===== src/gpio_port_pkg.sv =====
// Purpose: shared constants for the general purpose digital io port
// Assumes: 32-bit axi4-lite register bus, one aligned word per register
// Notes:   offsets are byte addresses

package gpio_port_pkg;

   // ***************************************************************
   // widths
   // ***************************************************************
   localparam int unsigned PINS_PER_PORT = 8;
   localparam int unsigned ADDR_W        = 8;
   localparam int unsigned DATA_W        = 32;

   // ***************************************************************
   // register offsets
   // ***************************************************************
   localparam logic [ADDR_W-1:0] OFS_DIRECTION = 8'h00;
   localparam logic [ADDR_W-1:0] OFS_OUTPUT    = 8'h04;
   localparam logic [ADDR_W-1:0] OFS_INPUT     = 8'h08;
   localparam logic [ADDR_W-1:0] OFS_SPECIAL   = 8'h0c;
   localparam logic [ADDR_W-1:0] OFS_SENSE     = 8'h10;
   localparam logic [ADDR_W-1:0] OFS_STATUS    = 8'h14;
   localparam logic [ADDR_W-1:0] OFS_CLEAR     = 8'h18;
   localparam logic [ADDR_W-1:0] OFS_ENABLE    = 8'h1c;

   // ***************************************************************
   // fields and reset values
   // ***************************************************************
   localparam int unsigned PULLUP_DISABLE_POS = 2;
   localparam logic [7:0]  RST_DIRECTION      = 8'h00;
   localparam logic [7:0]  RST_OUTPUT         = 8'h00;
   localparam logic [7:0]  RST_SPECIAL        = 8'h00;
   localparam logic [7:0]  RST_SENSE          = 8'h00;
   localparam logic [7:0]  RST_STATUS         = 8'h00;
   localparam logic [7:0]  RST_ENABLE         = 8'h00;

   // ***************************************************************
   // bus responses
   // ***************************************************************
   localparam logic [1:0] RESP_OKAY   = 2'h0;
   localparam logic [1:0] RESP_SLVERR = 2'h2;

endpackage


===== src/pin_input_sync.sv =====
// Purpose: two stage pad input synchroniser, falling edge hold then rising edge load
// Assumes: pad levels are asynchronous to clk
// Notes:   the falling edge stage stands in for a latch open while clk is high

`timescale 1ns/1ps

module pin_input_sync
   import gpio_port_pkg::*;
#(
   parameter int unsigned WIDTH = PINS_PER_PORT
) (
   input  wire logic             clk,
   input  wire logic             rst_b,
   input  wire logic [WIDTH-1:0] pad_level,
   output logic      [WIDTH-1:0] sync_level
);

   logic [WIDTH-1:0] hold_q;

   if (WIDTH < 1) begin : g_width_check
      $error("pin_input_sync: WIDTH must be at least 1");
   end

   // value seen at the falling edge is what an open latch would hold
   always_ff @(negedge clk) begin
      if (!rst_b) begin
         hold_q <= '0;
      end else begin
         hold_q <= pad_level;
      end
   end

   always_ff @(posedge clk) begin
      if (!rst_b) begin
         sync_level <= '0;
      end else begin
         sync_level <= hold_q;
      end
   end

endmodule


===== src/pin_event_flags.sv =====
// Purpose: sticky per-pin change flags with enable mask and one level interrupt
// Assumes: level input already synchronised to clk
// Notes:   a new event beats a clear in the same cycle

`timescale 1ns/1ps

module pin_event_flags
   import gpio_port_pkg::*;
#(
   parameter int unsigned WIDTH = PINS_PER_PORT
) (
   input  wire logic             clk,
   input  wire logic             rst_b,
   input  wire logic [WIDTH-1:0] level,
   input  wire logic [WIDTH-1:0] sense,
   input  wire logic [WIDTH-1:0] enable,
   input  wire logic [WIDTH-1:0] clear,
   output logic      [WIDTH-1:0] status_q,
   output logic                  irq
);

   logic [WIDTH-1:0] level_prev_q;
   logic [WIDTH-1:0] change;

   // the reset value constant is one byte wide
   if (WIDTH < 1 || WIDTH > 8) begin : g_width_check
      $error("pin_event_flags: WIDTH must be 1 to 8");
   end

   always_ff @(posedge clk) begin
      if (!rst_b) begin
         level_prev_q <= '0;
      end else begin
         level_prev_q <= level;
      end
   end

   // a clamp release after sleep shows up here as a rising change
   assign change = (level ^ level_prev_q) & sense;

   always_ff @(posedge clk) begin
      if (!rst_b) begin
         status_q <= RST_STATUS[WIDTH-1:0];
      end else begin
         status_q <= (status_q & ~clear) | change;
      end
   end

   assign irq = |(status_q & enable);

endmodule


===== src/gpio_port.sv =====
// Purpose: one eight pin general digital io port with axi4-lite registers
// Assumes: pad_in comes straight from the pad; sleep_clamp from the sleep controller on clk
// Notes:   reset gating of the drivers and pull-ups is combinational so it acts without clock

`timescale 1ns/1ps

// Behaviour
// - direction bit one makes the pin an output, zero an input
// - input with output bit one enables pull-up unless global disable set
// - output drives pad to output bit value; no pull-up while output
// - reset tri-states every pin at once, clock not needed
// - global pull-up disable kills all pull-ups; such input becomes tri-state
// - synchronised pad level readable in input bit regardless of direction
// - sync stage open with clock high, holds on fall, loads on rise
// - pad transitions appear in input bit after half to one and half periods
// - written output reaches input bit one period after latching edge
// - deep sleep clamps the digital input to ground ahead of buffer
// - clamp bypassed for pins whose external interrupt is enabled
// - clamp release sets flag of high, unenabled, edge triggered pin
// - pull-ups stay disabled throughout reset whatever output bits hold
// - global pull-up disable is bit 2 of special register, resets zero
module gpio_port
   import gpio_port_pkg::*;
(
   input  wire logic                     clk,
   input  wire logic                     rst_b,
   // axi4-lite slave
   input  wire logic [ADDR_W-1:0]        s_axi_awaddr,
   input  wire logic                     s_axi_awvalid,
   output logic                          s_axi_awready,
   input  wire logic [DATA_W-1:0]        s_axi_wdata,
   input  wire logic [DATA_W/8-1:0]      s_axi_wstrb,
   input  wire logic                     s_axi_wvalid,
   output logic                          s_axi_wready,
   output logic [1:0]                    s_axi_bresp,
   output logic                          s_axi_bvalid,
   input  wire logic                     s_axi_bready,
   input  wire logic [ADDR_W-1:0]        s_axi_araddr,
   input  wire logic                     s_axi_arvalid,
   output logic                          s_axi_arready,
   output logic [DATA_W-1:0]             s_axi_rdata,
   output logic [1:0]                    s_axi_rresp,
   output logic                          s_axi_rvalid,
   input  wire logic                     s_axi_rready,
   // pads
   input  wire logic [PINS_PER_PORT-1:0] pad_in,
   output logic      [PINS_PER_PORT-1:0] pad_out,
   output logic      [PINS_PER_PORT-1:0] pad_oe,
   output logic      [PINS_PER_PORT-1:0] pullup_en,
   // system
   input  wire logic                     sleep_clamp,
   output logic                          irq
);

   // ***************************************************************
   // registers
   // ***************************************************************
   logic [PINS_PER_PORT-1:0] port_direction_reg_q;
   logic [PINS_PER_PORT-1:0] port_output_reg_q;
   logic [7:0]               special_function_ctrl_reg_q;
   logic [PINS_PER_PORT-1:0] edge_sense_q;
   logic [PINS_PER_PORT-1:0] ext_int_enable_q;
   logic [PINS_PER_PORT-1:0] port_input_reg;
   logic [PINS_PER_PORT-1:0] event_status;
   logic [PINS_PER_PORT-1:0] event_clear;
   logic                     global_pullup_disable;

   // ***************************************************************
   // bus handshake state
   // ***************************************************************
   logic                     bvalid_q;
   logic [1:0]               bresp_q;
   logic                     rvalid_q;
   logic [1:0]               rresp_q;
   logic [DATA_W-1:0]        rdata_q;
   logic                     wr_take;
   logic                     rd_take;
   logic                     wr_lane0;
   logic [PINS_PER_PORT-1:0] wr_byte;
   logic [PINS_PER_PORT-1:0] clamped_pad;

   function automatic logic is_mapped(input logic [ADDR_W-1:0] addr);
      unique case (addr)
         OFS_DIRECTION, OFS_OUTPUT, OFS_INPUT, OFS_SPECIAL,
         OFS_SENSE, OFS_STATUS, OFS_CLEAR, OFS_ENABLE: is_mapped = 1'b1;
         default:                                      is_mapped = 1'b0;
      endcase
   endfunction

   assign global_pullup_disable = special_function_ctrl_reg_q[PULLUP_DISABLE_POS];

   // ***************************************************************
   // pad drive
   // ***************************************************************
   // reset gates the enables directly so pins float even with no clock edge
   assign pad_oe    = port_direction_reg_q & {PINS_PER_PORT{rst_b}};
   assign pad_out   = port_output_reg_q;
   assign pullup_en = ~port_direction_reg_q & port_output_reg_q
                      & {PINS_PER_PORT{~global_pullup_disable}} & {PINS_PER_PORT{rst_b}};

   // ***************************************************************
   // input path
   // ***************************************************************
   // clamp ahead of the synchroniser; pins with an enabled interrupt stay live
   assign clamped_pad = sleep_clamp ? (pad_in & ext_int_enable_q) : pad_in;

   pin_input_sync #(
      .WIDTH      (PINS_PER_PORT)
   ) u_sync (
      .clk        (clk),
      .rst_b      (rst_b),
      .pad_level  (clamped_pad),
      .sync_level (port_input_reg)
   );

   pin_event_flags #(
      .WIDTH    (PINS_PER_PORT)
   ) u_flags (
      .clk      (clk),
      .rst_b    (rst_b),
      .level    (port_input_reg),
      .sense    (edge_sense_q),
      .enable   (ext_int_enable_q),
      .clear    (event_clear),
      .status_q (event_status),
      .irq      (irq)
   );

   // ***************************************************************
   // axi4-lite write
   // ***************************************************************
   // address and data are taken together; one response outstanding at most
   assign wr_take       = s_axi_awvalid & s_axi_wvalid & ~bvalid_q;
   assign s_axi_awready = wr_take;
   assign s_axi_wready  = wr_take;
   assign s_axi_bvalid  = bvalid_q;
   assign s_axi_bresp   = bresp_q;
   assign wr_lane0      = wr_take & s_axi_wstrb[0];
   assign wr_byte       = s_axi_wdata[PINS_PER_PORT-1:0];
   assign event_clear   = (wr_lane0 && s_axi_awaddr == OFS_CLEAR) ? wr_byte : '0;

   always_ff @(posedge clk) begin
      if (!rst_b) begin
         bvalid_q <= 1'b0;
         bresp_q  <= RESP_OKAY;
      end else if (wr_take) begin
         bvalid_q <= 1'b1;
         bresp_q  <= is_mapped(s_axi_awaddr) ? RESP_OKAY : RESP_SLVERR;
      end else if (s_axi_bready) begin
         bvalid_q <= 1'b0;
      end
   end

   // each register write only touches its own eight bits
   always_ff @(posedge clk) begin
      if (!rst_b) begin
         port_direction_reg_q <= RST_DIRECTION;
      end else if (wr_lane0 && s_axi_awaddr == OFS_DIRECTION) begin
         port_direction_reg_q <= wr_byte;
      end
   end

   always_ff @(posedge clk) begin
      if (!rst_b) begin
         port_output_reg_q <= RST_OUTPUT;
      end else if (wr_lane0 && s_axi_awaddr == OFS_OUTPUT) begin
         port_output_reg_q <= wr_byte;
      end
   end

   always_ff @(posedge clk) begin
      if (!rst_b) begin
         special_function_ctrl_reg_q <= RST_SPECIAL;
      end else if (wr_lane0 && s_axi_awaddr == OFS_SPECIAL) begin
         special_function_ctrl_reg_q <= s_axi_wdata[7:0];
      end
   end

   always_ff @(posedge clk) begin
      if (!rst_b) begin
         edge_sense_q <= RST_SENSE;
      end else if (wr_lane0 && s_axi_awaddr == OFS_SENSE) begin
         edge_sense_q <= wr_byte;
      end
   end

   always_ff @(posedge clk) begin
      if (!rst_b) begin
         ext_int_enable_q <= RST_ENABLE;
      end else if (wr_lane0 && s_axi_awaddr == OFS_ENABLE) begin
         ext_int_enable_q <= wr_byte;
      end
   end

   // ***************************************************************
   // axi4-lite read
   // ***************************************************************
   assign rd_take       = s_axi_arvalid & ~rvalid_q;
   assign s_axi_arready = rd_take;
   assign s_axi_rvalid  = rvalid_q;
   assign s_axi_rresp   = rresp_q;
   assign s_axi_rdata   = rdata_q;

   always_ff @(posedge clk) begin
      if (!rst_b) begin
         rvalid_q <= 1'b0;
         rresp_q  <= RESP_OKAY;
         rdata_q  <= '0;
      end else if (rd_take) begin
         rvalid_q <= 1'b1;
         rresp_q  <= is_mapped(s_axi_araddr) ? RESP_OKAY : RESP_SLVERR;
         unique case (s_axi_araddr)
            OFS_DIRECTION: rdata_q <= {24'h000000, port_direction_reg_q};
            OFS_OUTPUT:    rdata_q <= {24'h000000, port_output_reg_q};
            OFS_INPUT:     rdata_q <= {24'h000000, port_input_reg};
            OFS_SPECIAL:   rdata_q <= {24'h000000, special_function_ctrl_reg_q};
            OFS_SENSE:     rdata_q <= {24'h000000, edge_sense_q};
            OFS_STATUS:    rdata_q <= {24'h000000, event_status};
            OFS_ENABLE:    rdata_q <= {24'h000000, ext_int_enable_q};
            default:       rdata_q <= '0;
         endcase
      end else if (s_axi_rready) begin
         rvalid_q <= 1'b0;
      end
   end

endmodule


===== config.mk =====
export PLATFORM = sky130hd
export DESIGN_NAME = gpio_port
export DESIGN_NICKNAME = d
export VERILOG_FILES = /design/src/gpio_port_pkg.sv /design/src/pin_input_sync.sv /design/src/pin_event_flags.sv /design/src/gpio_port.sv
export SDC_FILE = /design/constraint.sdc
export NUM_CORES = 1
export LEC_CHECK = 0
export BUFFER_PORTS_ARGS = -buffer_cell sky130_fd_sc_hd__buf_2
export CAP_MARGIN = 15
export CORE_MARGIN = 5
export CORE_UTILIZATION = 40
export CTS_CLUSTER_DIAMETER = 40
export CTS_CLUSTER_SIZE = 8
export DETAILED_ROUTE_END_ITERATION = 8
export PLACE_DENSITY = 0.76
export SYNTH_ARGS = -nofsm -noshare
export SYNTH_HDL_FRONTEND = slang
export SYNTH_SLANG_ARGS = --single-unit

===== constraint.sdc =====
create_clock -name clk -period 4.6 [get_ports clk]
set_clock_uncertainty 0.15 [all_clocks]
set_input_delay 0.46 -clock clk [delete_from_list [all_inputs] [get_ports clk]]
set_output_delay 0.46 -clock clk [all_outputs]
set_load 0.05 [all_outputs]

==> impl_metrics.ini <==
[routing]
drt-met1-wl_um = 4217
wl_um = 9914
wl_per_cell_um = 15.81
drt_first_pass_iters = 5
first_iter_violations = 149
vias = 3235
dr_wl_met2_um = 4749
vias_per_cell = 5.159
routed.top_layer = met4
wl_met3_um = 813
drc = 0
ant_nets = 0

[clock_tree]
cts_buffer_depth = 2
cts-resized-gates = 0
cts_hold_buffers = 0
htreeDepth = 3
cts_setup_buffers = 0
cts_tree = done
clkSinkCount = 84
clock_latency_ns = 0.38
clockRootBuffer = clkbuf_8
clkSlewWorstSetupHoldPaths_ns = 0.08
cts-buffers-inserted = 9

[job]
max_cap_violations = 0

[floorplanning]
die-area_um2 = 11590
rows = 35
core_region_area_um2 = 9284
io_pins = 134
start_util_pct = 41.11
die_w_um = 107.7
fp.dieH_um = 107.7

[place]
gp_congestion = 0.9573
port-buffer-count = 80
hpwlAfterDp_um = 7483

[setup_path]
worst-path-stages = 3
crit_path_end_kind = register
critical_path_class = in -> reg
r2r_slack_ns = 1.52
cp_data_required_time_ns = 2.45
r2r_cells = 2
path_cells = buf_2 > nand2_1 > a21oi_1
start_kind = input port
worstPathArrival_ns = 1.22
r2r-end = u_sync.hold_q[5]
crit_family = buffers and inverters
r2r-start = ext_int_enable_q[5]
crit_buf_inv = 1
cp_max_fo = 36
max_stage_delay_ns = 0.46
slowest_stage = buf_2

[synthesis]
yosysSeqAreaShare_pct = 44.07
yosysWarnings = 0
ys_ff_latch = 84
synth_flop_cell = dfxtp_1
synth-edff-count = 0
syn-cell-area_um2 = 3816
syn_inst = 417
syn_area_per_cell_um2 = 9.151
ys_types = 50
async_flop_share_pct = 0

[timing]
fin_setup_tns_ns = 0
rsz0062_at_grt = false
hold_violations = 0
finalMaxSlewViolations = 0
tightest_slew_ns = 0.7251
finalSetupViolCount = 0
relSlewSlack_pct = 51.40

[power]
p_comb_share_pct = 10.8
pwr-share-clk_pct = 37.1
cellPowerDensity_nw_per_um2 = 321.9
leakage_uw = 0.001901
power.switching_uw = 388.8
seqPwrFrac_pct = 52.2
internal-power_uw = 1030
vdd_drop_max_mv = 0.1789
swShare_pct = 27.40

[layout]
fin_nets = 561
seq_area_um2 = 1682
final_core_util_pct = 47.48
nFillCells = 925
multi_input_area_um2 = 1892
layout_commonest_cell = dfxtp_1
mostFrequentLayoutCells = dfxtp_1, buf_2, nand2_1, o21ai_0
layout-drive-gt1-share_pct = 23.09
area_delta_synth_final_pct = 15.51
diodes = 0

[min_path]
hold_end = s_axi_rvalid
hold_path_depth = 2
hp-class = in -> reg
hp-start = s_axi_arvalid

[grt]
grt_max_degree = 37
grt_pass1_wl_um = 15460
globalRouteOverflowTotal = 0
grtUsageTotal_pct = 17.25
antenna_found_initial = 0
grt_pass1_vias = 2988

[status]
outcome = completed
==> metal layers <==
| metal | global-route usage, % | vias up |
|---|---|---|
| li1 | - | 1568 |
| met1 | 22.12 | 1526 |
| met2 | 28.02 | 130 |
| met3 | 5.219 | 11 |
| met4 | 4.959 | 0 |
| met5 | 0 | - |
==> cell usage after synthesis, types with 3 or more instances <==
| cell type | instances | area, um^2 |
|---|---|---|
| dfxtp_1 | 84 | 1682 |
| nand2_1 | 59 | 221.5 |
| o21ai_0 | 37 | 185.2 |
| buf_4 | 28 | 210.2 |
| and2_1 | 26 | 162.7 |
| nand3_1 | 24 | 120.1 |
| mux2i_1 | 16 | 160.2 |
| clkbuf_1 | 14 | 52.55 |
| a21oi_1 | 11 | 55.05 |
| inv_1 | 11 | 41.29 |
| a21boi_0 | 8 | 60.06 |
| a22oi_1 | 8 | 60.06 |
| nor3b_1 | 8 | 60.06 |
| o31ai_1 | 8 | 60.06 |
| xor2_1 | 8 | 70.07 |
| buf_2 | 5 | 25.02 |
| mux2_2 | 5 | 56.30 |
| mux4_2 | 4 | 90.09 |
| nand4b_1 | 4 | 35.03 |
| nor2b_1 | 4 | 25.02 |
| a32oi_1 | 3 | 26.28 |
| nor2_1 | 3 | 11.26 |
| nor4bb_1 | 3 | 30.03 |
==> worst max path at each step <==
stage / startpoint / endpoint
finish: rst_b / u_sync.hold_q[4]
global route: rst_b / u_sync.hold_q[4]
CTS: rst_b / u_sync.hold_q[4]
detailed placement: rst_b / u_sync.hold_q[4]
global placement: rst_b / u_sync.hold_q[6]
floorplan: rst_b / u_sync.hold_q[1]
==> kinds of logic after synthesis <==
group | synth area share (%)
xor+xnor | 1.836
other cells | 0.09827
buf+inv | 8.820
mux | 8.033
simple gates | 21.34
flops | 44.07
compound gates | 15.80
==> power by group through the flow <==
| stage | Combinational [uW] | Clock [uW] | Sequential, uW |
|---|---|---|---|
| 6_report | 153 | 526 | 740 |
| 5_1_grt | 163 | 575 | 741 |
| 4_1_cts | 152 | 535 | 740 |
| 3_5_place_dp | 152 | 12.1 | 757 |
| 3_3_place_gp | 150 | 12.1 | 756 |
| 2_1_floorplan | 120 | 12.1 | 765 |
==> through the flow <==
step                instances  total power (uW)  hold slack (ns)  area [um^2]  setup WS (ns)
finish                    627              1419           0.2038         4408          1.238
global placement          604             917.7           0.2754         4192         0.9255
CTS                       627              1427           0.1937         4408          1.251
detailed placement        604             920.3           0.2814         4192         0.8639
floorplan                 442             897.1           0.2975         3910         0.9318
global route              627              1479           0.1935         4408          1.196
==> area by class of cell <==
type | instances | area share [%]
multi-input cells | 298 | 42.92
repair buffers | 82 | 9.424
inverters | 10 | 0.8515
clock buffers | 12 | 3.520
clock inverters | 12 | 1.476
flip-flops and latches | 84 | 38.15
well taps | 129 | 3.662
==> flip-flops by register name, summed over array words and instances (netlist names), 8 cells and up <==
name / cells
s_axi_rdata: 8
u_flags.status_q: 8
u_sync.sync_level: 8
u_sync.hold_q: 8
u_flags.level_prev_q: 8
edge_sense_q: 8
port_direction_reg_q: 8
special_function_ctrl_reg_q: 8
ext_int_enable_q: 8
pad_out: 8
No activity file was read; power rests on OpenSTA's default activity.
